$ cat src/logic/pmc_pkg.sv
// package for the power mode controller: states and timing constants
// assumes a 50 MHz always-on clock
`default_nettype none
package pmc_pkg;
   localparam int CLK_MHZ = 50;
   // spike filter on the io supply undervoltage flag, least time in us
   localparam int UV_FILTER_US = 2;
   localparam int UV_FILTER_CYC = UV_FILTER_US * CLK_MHZ;
   // reset delay time, least time in ms
   localparam int RESET_DELAY_MS = 4;
   localparam int RESET_DELAY_CYC = RESET_DELAY_MS * 1000 * CLK_MHZ;
   localparam int STARTUP_MISS_MAX = 3;
   localparam logic [1:0] MISS_W0 = 2'h0;
   typedef enum logic [2:0] {
      PMC_POWERUP = 3'h0,
      PMC_NORMAL = 3'h1,
      PMC_RXONLY = 3'h2,
      PMC_STANDBY = 3'h3,
      PMC_SLEEP = 3'h4
   } pmc_state_t;
   typedef enum logic [1:0] {
      PMC_CMD_NORMAL = 2'h0,
      PMC_CMD_RXONLY = 2'h1,
      PMC_CMD_STANDBY = 2'h2,
      PMC_CMD_SLEEP = 2'h3
   } pmc_cmd_t;
endpackage
`default_nettype wire

$ cat src/logic/pmc_power_mode_controller.sv
// power mode controller: mode state machine and per-mode enables
// assumes all inputs are synchronous to clk; analog flags are levels
`default_nettype none
module pmc_power_mode_controller #(
   parameter int RESET_DELAY_CYCLES = pmc_pkg::RESET_DELAY_CYC,
   parameter int UV_FILTER_CYCLES = pmc_pkg::UV_FILTER_CYC
) (
   input wire logic clk,
   input wire logic reset_n,
   input wire logic cmd_valid,
   input wire logic [1:0] cmd_mode,
   input wire logic cmd_aux_on,
   input wire logic cfg_aux_standby_on,
   input wire logic cfg_aux_run_off,
   input wire logic cfg_converter_sleep_on,
   input wire logic io_supply_uv,
   input wire logic overtemp_warn,
   input wire logic overtemp_shut,
   input wire logic temp_recovered,
   input wire logic bus_wake,
   input wire logic local_wake,
   input wire logic startup_wd_ok,
   input wire logic startup_wd_miss,
   output logic [2:0] mode,
   output logic reset_out_n,
   output logic converter_en,
   output logic io_supply_regulator_en,
   output logic aux_regulator_a_en,
   output logic aux_regulator_b_en,
   output logic bus_tx_en,
   output logic bus_rx_en,
   output logic wake_rx_en,
   output logic local_wake_en,
   output logic overtemp_monitor_en,
   output logic window_watchdog_en,
   output logic host_if_en,
   output logic reset_unit_en,
   output logic bus_recessive
);
   localparam int CW = 23;
   localparam logic [CW-1:0] RES_LAST = CW'(RESET_DELAY_CYCLES - 1);
   localparam logic [CW-1:0] FLT_LAST = CW'(UV_FILTER_CYCLES - 1);
   localparam logic [1:0] MISS_LAST = 2'(pmc_pkg::STARTUP_MISS_MAX - 1);

   pmc_pkg::pmc_state_t state_r, state_nxt;
   logic [CW-1:0] res_cnt_r, res_cnt_nxt;
   logic [CW-1:0] flt_cnt_r, flt_cnt_nxt;
   logic uv_filt_r, uv_filt_nxt;
   logic rst_done_r, rst_done_nxt;
   logic [1:0] miss_r, miss_nxt;
   logic thermal_sleep_r, thermal_sleep_nxt;
   logic aux_cmd_r, aux_cmd_nxt;
   logic tx_block_r, tx_block_nxt;
   logic [13:0] out_nxt;
   logic [13:0] out_r;
   logic cmd_ok;
   logic wake_any;

   assign cmd_ok = cmd_valid && (state_r == pmc_pkg::PMC_NORMAL ||
      state_r == pmc_pkg::PMC_RXONLY || state_r == pmc_pkg::PMC_STANDBY);
   assign wake_any = bus_wake || local_wake;

   always_comb begin
      flt_cnt_nxt = flt_cnt_r;
      uv_filt_nxt = uv_filt_r;
      if (io_supply_uv == uv_filt_r) begin
         flt_cnt_nxt = '0;
      end else if (flt_cnt_r == FLT_LAST) begin
         flt_cnt_nxt = '0;
         uv_filt_nxt = io_supply_uv;
      end else begin
         flt_cnt_nxt = flt_cnt_r + CW'(1);
      end
   end

   always_comb begin
      state_nxt = state_r;
      res_cnt_nxt = res_cnt_r;
      rst_done_nxt = rst_done_r;
      miss_nxt = miss_r;
      thermal_sleep_nxt = thermal_sleep_r;
      aux_cmd_nxt = aux_cmd_r;
      tx_block_nxt = tx_block_r;
      if (cmd_ok) begin
         aux_cmd_nxt = cmd_aux_on;
      end
      if (overtemp_warn) begin
         tx_block_nxt = 1'b1;
      end else if (temp_recovered) begin
         tx_block_nxt = 1'b0;
      end
      unique case (state_r)
         pmc_pkg::PMC_POWERUP: begin
            if (uv_filt_r) begin
               res_cnt_nxt = '0;
               rst_done_nxt = 1'b0;
            end else if (!rst_done_r) begin
               if (res_cnt_r == RES_LAST) begin
                  rst_done_nxt = 1'b1;
                  res_cnt_nxt = '0;
               end else begin
                  res_cnt_nxt = res_cnt_r + CW'(1);
               end
            end else if (startup_wd_ok) begin
               state_nxt = pmc_pkg::PMC_STANDBY;
               miss_nxt = pmc_pkg::MISS_W0;
               aux_cmd_nxt = 1'b0;
            end else if (startup_wd_miss) begin
               rst_done_nxt = 1'b0;
               if (miss_r == MISS_LAST) begin
                  state_nxt = pmc_pkg::PMC_SLEEP;
                  miss_nxt = pmc_pkg::MISS_W0;
                  thermal_sleep_nxt = 1'b0;
               end else begin
                  miss_nxt = miss_r + 2'h1;
               end
            end
         end
         pmc_pkg::PMC_SLEEP: begin
            if (wake_any && (!thermal_sleep_r || temp_recovered)) begin
               state_nxt = pmc_pkg::PMC_POWERUP;
               rst_done_nxt = 1'b0;
               res_cnt_nxt = '0;
               thermal_sleep_nxt = 1'b0;
            end
         end
         default: begin
            if (cmd_ok) begin
               unique case (pmc_pkg::pmc_cmd_t'(cmd_mode))
                  pmc_pkg::PMC_CMD_NORMAL: state_nxt = pmc_pkg::PMC_NORMAL;
                  pmc_pkg::PMC_CMD_RXONLY: state_nxt = pmc_pkg::PMC_RXONLY;
                  pmc_pkg::PMC_CMD_STANDBY: state_nxt = pmc_pkg::PMC_STANDBY;
                  pmc_pkg::PMC_CMD_SLEEP: state_nxt = pmc_pkg::PMC_SLEEP;
               endcase
            end
         end
      endcase
      if (state_r != pmc_pkg::PMC_SLEEP && overtemp_shut) begin
         state_nxt = pmc_pkg::PMC_SLEEP;
         thermal_sleep_nxt = 1'b1;
      end else if (state_r != pmc_pkg::PMC_SLEEP && state_r != pmc_pkg::PMC_POWERUP &&
            uv_filt_r) begin
         state_nxt = pmc_pkg::PMC_POWERUP;
         rst_done_nxt = 1'b0;
         res_cnt_nxt = '0;
      end
   end

   // per-mode enables from the next state so outputs come from flops, except converter_en, which also ORs in ~reset_n
   always_comb begin
      logic run;
      logic low;
      logic slp;
      run = state_nxt == pmc_pkg::PMC_NORMAL || state_nxt == pmc_pkg::PMC_RXONLY;
      low = state_nxt == pmc_pkg::PMC_STANDBY;
      slp = state_nxt == pmc_pkg::PMC_SLEEP;
      out_nxt[0] = !slp || cfg_converter_sleep_on;
      out_nxt[1] = !slp;
      out_nxt[2] = (run && !cfg_aux_run_off) || (low && (cfg_aux_standby_on || aux_cmd_nxt));
      out_nxt[3] = out_nxt[2];
      out_nxt[4] = state_nxt == pmc_pkg::PMC_NORMAL && !tx_block_nxt;
      out_nxt[5] = run;
      out_nxt[6] = low || slp;
      out_nxt[7] = low || slp;
      out_nxt[8] = 1'b1;
      out_nxt[9] = run || low;
      out_nxt[10] = run || low;
      out_nxt[11] = !slp;
      out_nxt[12] = slp || low || state_nxt == pmc_pkg::PMC_POWERUP;
      out_nxt[13] = state_nxt != pmc_pkg::PMC_POWERUP || rst_done_nxt;
   end

   always_ff @(posedge clk) begin
      if (!reset_n) begin
         state_r <= pmc_pkg::PMC_POWERUP;
         res_cnt_r <= '0;
         flt_cnt_r <= '0;
         uv_filt_r <= 1'b0;
         rst_done_r <= 1'b0;
         miss_r <= pmc_pkg::MISS_W0;
         thermal_sleep_r <= 1'b0;
         aux_cmd_r <= 1'b0;
         tx_block_r <= 1'b0;
         out_r <= 14'h0102;
      end else begin
         state_r <= state_nxt;
         res_cnt_r <= res_cnt_nxt;
         flt_cnt_r <= flt_cnt_nxt;
         uv_filt_r <= uv_filt_nxt;
         rst_done_r <= rst_done_nxt;
         miss_r <= miss_nxt;
         thermal_sleep_r <= thermal_sleep_nxt;
         aux_cmd_r <= aux_cmd_nxt;
         tx_block_r <= tx_block_nxt;
         out_r <= out_nxt;
      end
   end

   assign mode = state_r;
   assign converter_en = out_r[0] | ~reset_n;
   assign io_supply_regulator_en = out_r[1];
   assign aux_regulator_a_en = out_r[2];
   assign aux_regulator_b_en = out_r[3];
   assign bus_tx_en = out_r[4];
   assign bus_rx_en = out_r[5];
   assign wake_rx_en = out_r[6];
   assign local_wake_en = out_r[7];
   assign overtemp_monitor_en = out_r[8];
   assign window_watchdog_en = out_r[9];
   assign host_if_en = out_r[10];
   assign reset_unit_en = out_r[11];
   assign bus_recessive = out_r[12];
   assign reset_out_n = out_r[13];
endmodule
`default_nettype wire

$ cat config.mk
export PLATFORM = sky130hd
export DESIGN_NAME = pmc_power_mode_controller
export DESIGN_NICKNAME = d
export VERILOG_FILES = /design/src/logic/pmc_pkg.sv /design/src/logic/pmc_power_mode_controller.sv
export SDC_FILE = /design/constraint.sdc
export NUM_CORES = 1
export LEC_CHECK = 0
export ABC_AREA = 1
export BUFFER_PORTS_ARGS = -buffer_cell sky130_fd_sc_hd__buf_2
export CAP_MARGIN = 10
export CORE_MARGIN = 2
export CORE_UTILIZATION = 55
export DETAILED_ROUTE_END_ITERATION = 7
export PLACE_DENSITY = 0.73
export SYNTH_ARGS = -nofsm -noshare
export SYNTH_HDL_FRONTEND = slang
export SYNTH_SLANG_ARGS = --single-unit
$ cat constraint.sdc
create_clock -name clk -period 3 [get_ports clk]
set_clock_uncertainty 0.15 [all_clocks]
set_input_delay 0.9 -clock clk [delete_from_list [all_inputs] [get_ports clk]]
set_output_delay 0.9 -clock clk [all_outputs]
set_load 0.01 [all_outputs]
Yosys cells after proc, flatten, opt, wreduce, memory -nomap -nowiden
Cells that the tools add are included.
{ "classes": {"div_mod_pow": 0, "muxes": 45, "n_bitwise": 4, "n_eq_ne": 22, "multipliers": 0, "magnitude_cmp": 0, "n_shift": 0, "add_sub_neg": 3, "n_reduce_logical": 35} }
{ "ops": {"columns": ["op", "n"], "rows": [
  ["$mux W23", 6],
  ["$add A23 B1 Y23 const B", 2],
  ["$pmux W23 S2", 1],
  ["$mux W3", 9],
  ["$eq A23 B18 Y1 const B", 1],
  ["$eq A23 B7 Y1 const B", 1],
  ["$mux W1", 22],
  ["$ne A3 B3 Y1 const B", 7],
  ["$eq A3 B2 Y1 const B", 4],
  ["$logic_or A1 B1 Y1", 12],
  ["$pmux W3 S4", 1],
  ["$reduce_bool A3 Y1", 3],
  ["$logic_and A1 B1 Y1", 8],
  ["$reduce_and A7 Y1", 1],
  ["$eq A2 B2 Y1 const B", 3],
  ["$eq A3 B1 Y1 const B", 2],
  ["$eq A3 B3 Y1 const B", 2],
  ["$logic_not A3 Y1", 2],
  ["$mux W2", 3],
  ["$pmux W3 S2", 1],
  ["$logic_not A1 Y1", 4],
  ["$pmux W1 S2", 2],
  ["$reduce_and A4 Y1", 1],
  ["$not A1 Y1", 3],
  ["other kinds (8)", 8]
]} }
{ "word_totals": {"regBits": 70, "elab_cells": 120, "latchBits": 0, "rom_bits": 0, "n_memories": 0, "out_inout_bits": 17, "input_bits": 17, "mem_bits_rw": 0} }

Depth between registers and ports, before layout
Gate-level depths: netlist of run 1.
{ "depth": {"word_depth": 13, "depth_mapped": 11, "mapped_depth_nobuf": 11} }

Least setup slack after synthesis of run 1
No wires, ideal clock.
{ "synth_path": {"kind": "input port to output port", "startpoint": "input reset_n", "endpoint": "output converter_en", "required_time_ns": 1.950, "t_arrival_ns": 1.717, "cell_stages": 3, "path_buffers": 1, "slack_ns": 0.233, "path_cell_list": "clkbuf_1 -> clkinv_1 -> or2_2"} }
{ "synth_via": {"elab_chain_len": 2} }
{ "synth_lines": {"columns": ["element", "line", "source"], "rows": [
  ["start, declared", "pmc_power_mode_controller.sv:9", "input wire logic reset_n,"],
  ["$not A1 Y1", "pmc_power_mode_controller.sv:200", "assign converter_en = out_r[0] | ~reset_n;"],
  ["$or A1 B1 Y1", "pmc_power_mode_controller.sv:200", null],
  ["end, declared", "pmc_power_mode_controller.sv:26", "output logic converter_en,"]
]} }
No other way between the ends.

Worst setup path after layout of run 1
Same ends and word-level chain as after synthesis.

==> reports/qor.yml, run 1 <==
sta:
  post-route-period-util_pct: 83.4
  finalSetupViolations: 0
  hold_slack_ns: 0.297
  layout_setup_ws_ns: 0.497
  relSlewSlack_pct: 50.4
  fin_tns_setup_ns: 0
  max_freq_ghz: 0.400
  grt_setup_unrepaired: "false"
  hold_viol: 0
  slew_violations: 0
  worst_pin_slew_ns: 0.742
  finalCriticalPeriod_ns: 2.50
drt:
  drt-initial-drc-count: 121
  num_vias: 3665
  drc: 0
  viasPerCell: 5.41
  first_pass_iters: 4
  drt-wirelength-per-cell_um: 12.7
  wirelength_mm: 8.59
  drtAntennaViolNets: 0
cells_and_area:
  fin_nets: 615
  layout_common_cells: "nand2_1, inv_1, dfxtp_1"
  layout_commonest_cell: "nand2_1"
  insertedDiodeCount: 0
  drive_gt1_share_pct: 15.9
  instances_no_fill: 678
  area_growth_pct: 11.9
floorplanning:
  rows: 30
  io_pins: 34
  die_h_um: 86.6
  start_util_pct: 56.1
  die_w_um: 86.6
  die_area_um2: 7500
  core_um2: 6680
setup_path:
  crit_type: "input port to primary output"
  cp.arrival_ns: 1.45
  end_kind: "primary output"
  crit_required_ns: 1.95
  startpoint_type: "input port"
  critPathMaxFanout: 2
clocking:
  cts_inserted_buffers: 9
  clkTransAtPathRegs_ns: 0.07
  htreeDepth: 3
  cts_repair_resize_count: 0
  cts_root_buf: "clkbuf_8"
  cts_setup_buffers: 0
  clk_latency_ns: 0.34
  cts_tree: "done"
  cts_sinks: 66
  cts_hold_buffers: 0
  clockBufferDepth: 2
placement:
  numPortBuffers: 32
  place_congestion: 0.871
  place_ws_ns: 0.488
  hpwlAfterDp_mm: 6.23
  place_inst: 662
grt:
  grt_use_total_pct: 24.6
  grt_pass1_wl_mm: 15.0
  grt_max_degree: 23
  grt_pass1_vias: 3465
  gr-total-overflow: 0
  antenna_found_initial: 0
synthesis:
  synth_fp_nets: 581
  synth_area_leaders: "dfxtp_1, nand2_1, inv_1"
  synth.distinct_cells: 43
  synth_flop_cell: "dfxtp_1"
  mappedNetlistArea_um2: 3750
  synth-edff-count: 0
  synth_seq_cells: 66
  async_reset_ff_share_pct: 0
  ys_seq_area_share_pct: 35.2
  yosysWarningCount: 0
  synth.largest_area_cell: "dfxtp_1"
  syn_inst: 559
  yosys.area.top_type_share_pct: 35.2
  avgSynthCellArea_um2: 6.71
min_path:
  hold_class: "flip-flop to flip-flop"
power:
  max-vdd-ir-drop_mv: 0.285
  p_leak_nw: 1.69
  power.density_nw_per_um2: 456
status:
  status: "completed"
run:
  max_cap_viol_count: 0
[report_power, final]
group	internal (mW)	leakage (nW)	switching (mW)
clock network	0.535	0.119	0.342
registers	0.891	0.535	0.00960
logic	0.0480	1.04	0.0885
total	1.47	1.69	0.440
[layer usage]
metal	vias up	GRT usage, %	share of wire, %
li1	1865	-	-
met2	72	42.2	50
met4	0	8.95	1.3
met5	-	0	0
met1	1717	30.9	45
met3	11	4.29	4.1
[cell usage after synthesis, types with 2 or more instances]
library cell  number
nor2_4             2
nand4_1           17
nand3_1           37
xor2_1             3
nor2_1            56
o21bai_1           3
xnor2_1            6
nand3b_1           2
o211ai_1           2
o21ai_0           23
nor2_2             5
buf_2              6
inv_1             74
buf_4              5
inv_2              4
ha_1               5
o21ai_1            4
nor2_8             2
a21oi_1           35
nand3_2            9
nand2_1          138
nand2_2            4
nor3_2             2
nor4_1             2
a31oi_1            2
nor3_1            22
a21oi_2            3
or2_2              5
dfxtp_1           66
o21a_1             2
[worst max-delay path, cell delays in order]
cell and delay [ns]:
buf_2 0.09, clkinv_1 0.06, or2_2 0.26, buf_2 0.14
[kinds of logic after synthesis]
kind of cell / count (synthesis) / synth area share, %
other: 1 / 0.100
flip-flops: 66 / 35.2
AND/OR/NAND/NOR: 308 / 39.4
AO/OA/AOI/OAI: 76 / 11.1
adder cells (fa/ha/maj): 5 / 1.67
XOR/XNOR: 9 / 2.10
buffers and inverters: 94 / 10.4
[sequential cells by signal, indices dropped and copies added, names as in the netlist]
| register | flops |
|---|---|
| flt_cnt_r | 23 |
| res_cnt_r | 23 |
| out_r | 10 |
| mode | 3 |
| miss_r | 2 |
| aux_cmd_r | 1 |
| rst_done_r | 1 |
| thermal_sleep_r | 1 |
| tx_block_r | 1 |
| uv_filt_r | 1 |
[worst paths after layout]
check                               start                        to  slack, ns  depth (start not counted)
hold / removal    flt_cnt_r[0]$_SDFF_PP0_   flt_cnt_r[0]$_SDFF_PP0_       0.30                          1
hold reg to reg   flt_cnt_r[0]$_SDFF_PP0_   flt_cnt_r[0]$_SDFF_PP0_       0.30                          1
setup / recovery                  reset_n              converter_en       0.50                          4
setup reg to reg  flt_cnt_r[0]$_SDFF_PP0_  flt_cnt_r[16]$_SDFF_PP0_       0.84                          6
[through the flow]
step           cell area, um^2  utilization, %  power [mW]
6_report                  4200            62.8        1.91
5_1_grt                   4200            62.8        1.99
4_1_cts                   4200            62.8        1.93
3_5_place_dp              3960            59.3        1.06
3_3_place_gp              3960            59.3        1.05
2_1_floorplan             3750               -        1.01
[cell type report]
| cell class | count | area (um^2) |
|---|---|---|
| timing repair buffer | 37 | 198 |
| tap | 80 | 100 |
| multi-input combinational | 399 | 2040 |
| clock buffer | 12 | 165 |
| clock inverter | 4 | 72.6 |
| inverter | 80 | 303 |
| sequential | 66 | 1320 |
| fill | 645 | 2480 |
Note: power is estimated with default switching activity, not from simulation.
==> run 2: changes to the inputs <==
--- a/config.mk
+++ b/config.mk
@@ -5,7 +5,7 @@
 export SDC_FILE = /design/constraint.sdc
 export NUM_CORES = 1
 export LEC_CHECK = 0
-export ABC_AREA = 1
+export ABC_AREA = 0
 export BUFFER_PORTS_ARGS = -buffer_cell sky130_fd_sc_hd__buf_2
 export CAP_MARGIN = 10
 export CORE_MARGIN = 2
==> constraint.sdc (replaced) <==
create_clock -name clk -period 2.6 [get_ports clk]
set_clock_uncertainty 0.15 [all_clocks]
set_input_delay 0.78 -clock clk [delete_from_list [all_inputs] [get_ports clk]]
set_output_delay 0.78 -clock clk [all_outputs]
set_load 0.01 [all_outputs]
==> reports/qor.yml, run 2 <==
status:
  status: "completed"
setup_path:
  cp.arrival_ns: 2.23  # +0.78 ns
  r2r_slack_ns: 0.44  # -0.40 ns
  crit_type: "flip-flop to flip-flop"
  crit-reg2reg-capture: "res_cnt_r[21]$_SDFF_PN0_"
  reg2reg_from: "res_cnt_r[0]$_SDFF_PN0_"
  ff2ff_path_depth: 7  # +1
  crit_required_ns: 2.67  # +0.72 ns
  startpoint_type: "flip-flop"
  end_kind: "flip-flop"
  critPathMaxFanout: 32  # +30
drt:
  drtAntennaViolNets: 0  # unchanged
  drt-initial-drc-count: 148  # +22%
  num_vias: 2878  # -21%
  drt-wirelength-per-cell_um: 13.6  # +7.2%
  wirelength_mm: 6.83  # -20%
  first_pass_iters: 4  # unchanged
  viasPerCell: 5.72  # +5.8%
  drc: 0  # unchanged
floorplanning:
  die_w_um: 81.4  # -6.0%
  start_util_pct: 56.3  # +0.17 points
  die_h_um: 81.4  # -6.0%
  core_um2: 5850  # -12%
  die_area_um2: 6630  # -12%
  rows: 28  # -6.7%
  io_pins: 34  # unchanged
power:
  power_mw: 1.96  # +2.6%
  p_leak_nw: 1.43  # -15%
  power.density_nw_per_um2: 531  # +16%
  max-vdd-ir-drop_mv: 0.337  # +18%
clocking:
  clk_latency_ns: 0.35  # about the same
  clkTransAtPathRegs_ns: 0.07  # about the same
  cts_hold_buffers: 0  # unchanged
  cts_setup_buffers: 0  # unchanged
  cts_repair_resize_count: 0  # unchanged
  cts_tree: "done"
  clockBufferDepth: 2  # unchanged
  cts_sinks: 66  # unchanged
  htreeDepth: 3  # unchanged
  cts_root_buf: "clkbuf_8"
  cts_inserted_buffers: 9  # unchanged
sta:
  finalCriticalPeriod_ns: 2.16
  worst_pin_slew_ns: 0.736  # -0.00646 ns
  hold_viol: 0  # unchanged
  slew_violations: 0  # unchanged
  grt_setup_unrepaired: "false"
  fin_tns_setup_ns: 0  # unchanged
  layout_setup_ws_ns: 0.440  # -0.0571 ns
  max_freq_ghz: 0.463
  finalSetupViolations: 0  # unchanged
  hold_slack_ns: 0.311  # +0.0133 ns
  relSlewSlack_pct: 50.6  # +0.17 points
  post-route-period-util_pct: 83.1
cells_and_area:
  instances_no_fill: 503  # -26%
  reg_top3: "flt_cnt_r x23, res_cnt_r x23, out_r x10"
  regArea_um2: 1320  # unchanged
  fin_nets: 445  # -28%
  drive_gt1_share_pct: 17.1  # +1.2 points
  fillCellCount: 523  # -19%
  area_growth_pct: 12.3
  multi_input_area_um2: 1810  # -11%
  insertedDiodeCount: 0  # unchanged
  layout_common_cells: "dfxtp_1, nor2_1, buf_2"
  layout_commonest_cell: "dfxtp_1"
synthesis:
  synth.most_common_cell: "dfxtp_1"
  synth.largest_area_cell: "dfxtp_1"
  synth.distinct_cells: 62  # +44%
  synth_flop_cell: "dfxtp_1"
  yosysWarningCount: 0  # unchanged
  synth-edff-count: 0  # unchanged
  yosys.area.top_type_share_pct: 40.1  # +4.9 points
  syn_inst: 390  # -30%
  synth_area_leaders: "dfxtp_1, nor2_1, xor2_1"
  mappedNetlistArea_um2: 3290  # -12%
  avgSynthCellArea_um2: 8.45  # +26%
  async_reset_ff_share_pct: 0  # unchanged
  synth_seq_cells: 66  # unchanged
  synth_fp_nets: 412  # -29%
  ys_seq_area_share_pct: 40.1  # +4.9 points
  synthTopCellsByCount: "dfxtp_1, nor2_1, nand2_1"
grt:
  gr-total-overflow: 0  # unchanged
  grt_pass1_wl_mm: 11.4  # -24%
  grt_pass1_vias: 2493  # -28%
  grt_use_total_pct: 22.2  # -2.4 points
  grt_max_degree: 33  # +43%
  antenna_found_initial: 0  # unchanged
placement:
  place_inst: 487  # -26%
  place_congestion: 0.854  # -1.9%
  numPortBuffers: 32  # unchanged
  hpwlAfterDp_mm: 4.93  # -21%
  place_ws_ns: 0.174  # -0.314 ns
min_path:
  whs_path_depth: 1  # unchanged
  min_to: "flt_cnt_r[0]$_SDFF_PP0_"
  hold_start: "flt_cnt_r[0]$_SDFF_PP0_"
  hold_class: "flip-flop to flip-flop"
run:
  max_cap_viol_count: 0  # unchanged
## run 2: where the power goes
| part | internal, mW | leakage, nW | total [mW] | switching, mW |
|---|---|---|---|---|
| Clock | 0.363 | 0.0916 | 0.745 | 0.382 |
| Sequential | 1.03 | 0.535 | 1.06 | 0.0252 |
| Combinational | 0.0685 | 0.808 | 0.159 | 0.0903 |
## run 2: kinds of logic (layout without fill, tap and decap cells)
logic type,after synthesis,in the layout,share of synthesized area [%]
fa+ha+maj,5,5,1.90
compound gates,78,78,15.3
mux,6,6,1.90
xor+xnor,23,23,6.11
flops,66,66,40.1
simple gates,176,176,29.6
other cells,1,1,0.114
buf+inv,35,73,5.01
## run 2: routing by layer
metal  global-route usage, %  part of all wire, %  wire length [um]
met1                    31.0                   49              3380
met4                    10.0                  1.1                78
met2                    32.1                   44              3000
met5                       0                    0                 0
met3                    5.67                  5.4               369
## run 2: area by class of cell
type	count	area share (%)
clock buffer	10	3.72
clock inverter	6	0.879
inverter	15	1.52
multi-input combinational	289	49.0
sequential	66	35.7
tap	75	2.54
timing repair buffer	42	6.69
## run 2: worst max-delay path by stage
stage | cells after the start | to | start
2_1_floorplan | 6 | out_r[13]$_SDFF_PN0_ | cmd_mode[0]
3_3_place_gp | 6 | out_r[13]$_SDFF_PN0_ | temp_recovered
3_5_place_dp | 8 | out_r[3]$_SDFF_PN0_ | cmd_mode[0]
4_1_cts | 7 | res_cnt_r[17]$_SDFF_PN0_ | res_cnt_r[0]$_SDFF_PN0_
5_1_grt | 7 | res_cnt_r[17]$_SDFF_PN0_ | res_cnt_r[0]$_SDFF_PN0_
6_report | 7 | res_cnt_r[21]$_SDFF_PN0_ | res_cnt_r[0]$_SDFF_PN0_
## run 2: worst max-delay path: stages, from the launching register on
cell and delay [ns]:
dfxtp_1 0.38, ha_1 0.25, nand4b_4 0.17, nor4_2 0.42
a21oi_2 0.19, buf_12 0.21, a41oi_1 0.21, a31oi_1 0.05
## run 2: metrics by stage
stage | utilization, % | cell area, um^2
2_1_floorplan | - | 3290
3_3_place_gp | 60.4 | 3530
3_5_place_dp | 60.4 | 3530
4_1_cts | 63.3 | 3700
5_1_grt | 63.3 | 3700
6_report | 63.3 | 3700
==> run 3: changes to the inputs <==
==> constraint.sdc (replaced) <==
create_clock -name clk -period 2.1 [get_ports clk]
set_clock_uncertainty 0.15 [all_clocks]
set_input_delay 0.63 -clock clk [delete_from_list [all_inputs] [get_ports clk]]
set_output_delay 0.63 -clock clk [all_outputs]
set_load 0.01 [all_outputs]
==> reports/qor.yml, run 3 (same netlist as run 2, synthesis figures left out) <==
min_path:
  whs_path_depth: 2  # +1
  min_to: "res_cnt_r[22]$_SDFF_PN0_"
  hold_start: "res_cnt_r[22]$_SDFF_PN0_"
  hold_class: "flip-flop to flip-flop"
sta:
  finalCriticalPeriod_ns: 1.97  # -0.187 ns
  max_freq_ghz: 0.507  # +9.5%
  post-route-period-util_pct: 93.9  # +11 points
  finalSetupViolations: 0  # unchanged
  hold_viol: 0  # unchanged
  slew_violations: 0  # unchanged
clocking:
  cts_setup_buffers: 0  # unchanged
  cts_hold_buffers: 0  # unchanged
  clkTransAtPathRegs_ns: 0.07  # about the same
  cts_sinks: 66  # unchanged
  htreeDepth: 3  # unchanged
  cts_inserted_buffers: 9  # unchanged
  cts_tree: "done"
  clk_latency_ns: 0.34  # about the same
  cts_root_buf: "clkbuf_8"
  clockBufferDepth: 2  # unchanged
setup_path:
  reg2reg_from: "res_cnt_r[1]$_SDFF_PN0_"
  crit_type: "flip-flop to flip-flop"
  critPathMaxFanout: 6  # -81%
  startpoint_type: "flip-flop"
  cp.arrival_ns: 2.06  # -0.17 ns
  end_kind: "flip-flop"
  crit-reg2reg-capture: "res_cnt_r[20]$_SDFF_PN0_"
  crit_required_ns: 2.18  # -0.49 ns
  ff2ff_path_depth: 8  # +1
  r2r_slack_ns: 0.13  # -0.31 ns
power:
  p_clk_share_pct: 40.2  # +2.3 points
  combinationalPowerShare_pct: 9.1  # +1.0 points
  power.density_nw_per_um2: 646  # +22%
  p_sw_share_pct: 25.2  # -0.093 points
  p_leak_nw: 1.63  # +14%
  max-vdd-ir-drop_mv: 0.437  # +30%
  p_switching_uw: 653  # +31%
  seq_power_share_pct: 50.7  # -3.3 points
  internal_power_mw: 1.93  # +32%
drt:
  drc: 0  # unchanged
  num_vias: 3052  # +6.0%
  first_pass_iters: 4  # unchanged
  drt-initial-drc-count: 126  # -15%
  viasPerCell: 5.72  # -0.11%
  drt-wirelength-per-cell_um: 14.0  # +3.0%
  wirelength_mm: 7.47  # +9.4%
  drtAntennaViolNets: 0  # unchanged
cells_and_area:
  fin_area_um2: 4000  # +8.1%
  area_growth_pct: 21.5
  fillCellCount: 480  # -8.2%
  regArea_um2: 1320  # about the same
  drive_gt1_share_pct: 23.5  # +6.5 points
  reg_top3: "flt_cnt_r x23, res_cnt_r x23, out_r x10"
  fin_nets: 476  # +7.0%
  insertedDiodeCount: 0  # unchanged
  layout_common_cells: "dfxtp_1, nor2_1, buf_4"
  instances_no_fill: 534  # +6.2%
  multi_input_area_um2: 1840  # +1.7%
  utilization_pct: 68.4  # +5.2 points
  layout_commonest_cell: "dfxtp_1"
grt:
  grt_use_total_pct: 24.7  # +2.5 points
  grt_pass1_wl_mm: 12.7  # +11%
  gr-total-overflow: 0  # unchanged
  antenna_found_initial: 0  # unchanged
  grt_max_degree: 35  # +6.1%
  grt_pass1_vias: 2843  # +14%
floorplanning:
  rows: 28  # unchanged
  core_um2: 5850  # unchanged
  die_area_um2: 6630  # unchanged
  io_pins: 34  # unchanged
  start_util_pct: 56.3  # unchanged
  die_w_um: 81.4  # unchanged
  die_h_um: 81.4  # unchanged
run:
  max_cap_viol_count: 0  # unchanged
placement:
  hpwlAfterDp_mm: 5.52  # +12%
  place_congestion: 0.888  # +3.9%
  place_inst: 518  # +6.4%
  numPortBuffers: 32  # unchanged
  dpl_cell_area_um2: 3780  # +7.1%
status:
  status: "completed"
==> run 3: how the worst max path moves through the flow <==
| stage | start | endpoint | slack [ns] | depth (start not counted) |
|---|---|---|---|---|
| detailed placement | startup_wd_ok | out_r[0]$_SDFF_PN0_ | -0.07 | 7 |
| global placement | temp_recovered | out_r[13]$_SDFF_PN0_ | -0.05 | 6 |
| floorplan | temp_recovered | out_r[13]$_SDFF_PN0_ | 0.04 | 5 |
| finish | res_cnt_r[1]$_SDFF_PN0_ | res_cnt_r[20]$_SDFF_PN0_ | 0.13 | 8 |
| CTS | res_cnt_r[0]$_SDFF_PN0_ | res_cnt_r[2]$_SDFF_PN0_ | 0.006 | 7 |
| global route | res_cnt_r[1]$_SDFF_PN0_ | res_cnt_r[20]$_SDFF_PN0_ | -0.002 | 8 |
==> run 3: cell type report <==
type	count	area share, %
multi-input cells	289	46.0
flip-flops and latches	66	33.0
repair buffers	73	12.3
clock buffers	9	3.09
well taps	75	2.34
clock inverters	7	1.75
inverters	15	1.41
==> run 3: routing by layer <==
| metal | vias up | part of all wire (%) | global-route usage, % |
|---|---|---|---|
| li1 | 1531 | - | - |
| met4 | 0 | 3.1 | 13.2 |
| met5 | - | 0 | 0 |
| met1 | 1418 | 43 | 29.6 |
| met2 | 80 | 50 | 42.1 |
| met3 | 23 | 4.0 | 4.00 |
==> run 3: power by group through the flow <==
| stage | clock network (mW) | logic (mW) | registers (mW) |
|---|---|---|---|
| 2_1_floorplan | 0 | 0.137 | 1.34 |
| 3_3_place_gp | 0 | 0.223 | 1.34 |
| 3_5_place_dp | 0 | 0.232 | 1.34 |
| 4_1_cts | 1.06 | 0.236 | 1.31 |
| 5_1_grt | 1.10 | 0.262 | 1.31 |
| 6_report | 1.04 | 0.236 | 1.31 |
==> run 3: worst max-delay path, stage by stage, from the launching register on <==
cell and delay [ns]:
dfxtp_1 0.37, ha_2 0.23, nand4b_4 0.12, buf_4 0.18, nor4_4 0.29, buf_4 0.19
nand3_1 0.10, a21oi_1 0.16, o2bb2ai_1 0.08
==> run 3: what timing repair did <==
action                                  in CTS  in global routing
gates resized for setup                      0                  6
endpoints found under the hold margin        0                  0
endpoints found under the setup margin       0                 20
==> run 3: through the flow <==
step | hold WS [ns] | TNS, ns | setup WS, ns | total power [mW]
2_1_floorplan | 0.280 | 0 | 0.0445 | 1.47
3_3_place_gp | 0.316 | -0.111 | -0.0469 | 1.56
3_5_place_dp | 0.325 | -0.343 | -0.0733 | 1.57
4_1_cts | 0.337 | 0 | 0.00610 | 2.60
5_1_grt | 0.359 | -0.00212 | -0.00212 | 2.68
6_report | 0.340 | 0 | 0.127 | 2.59
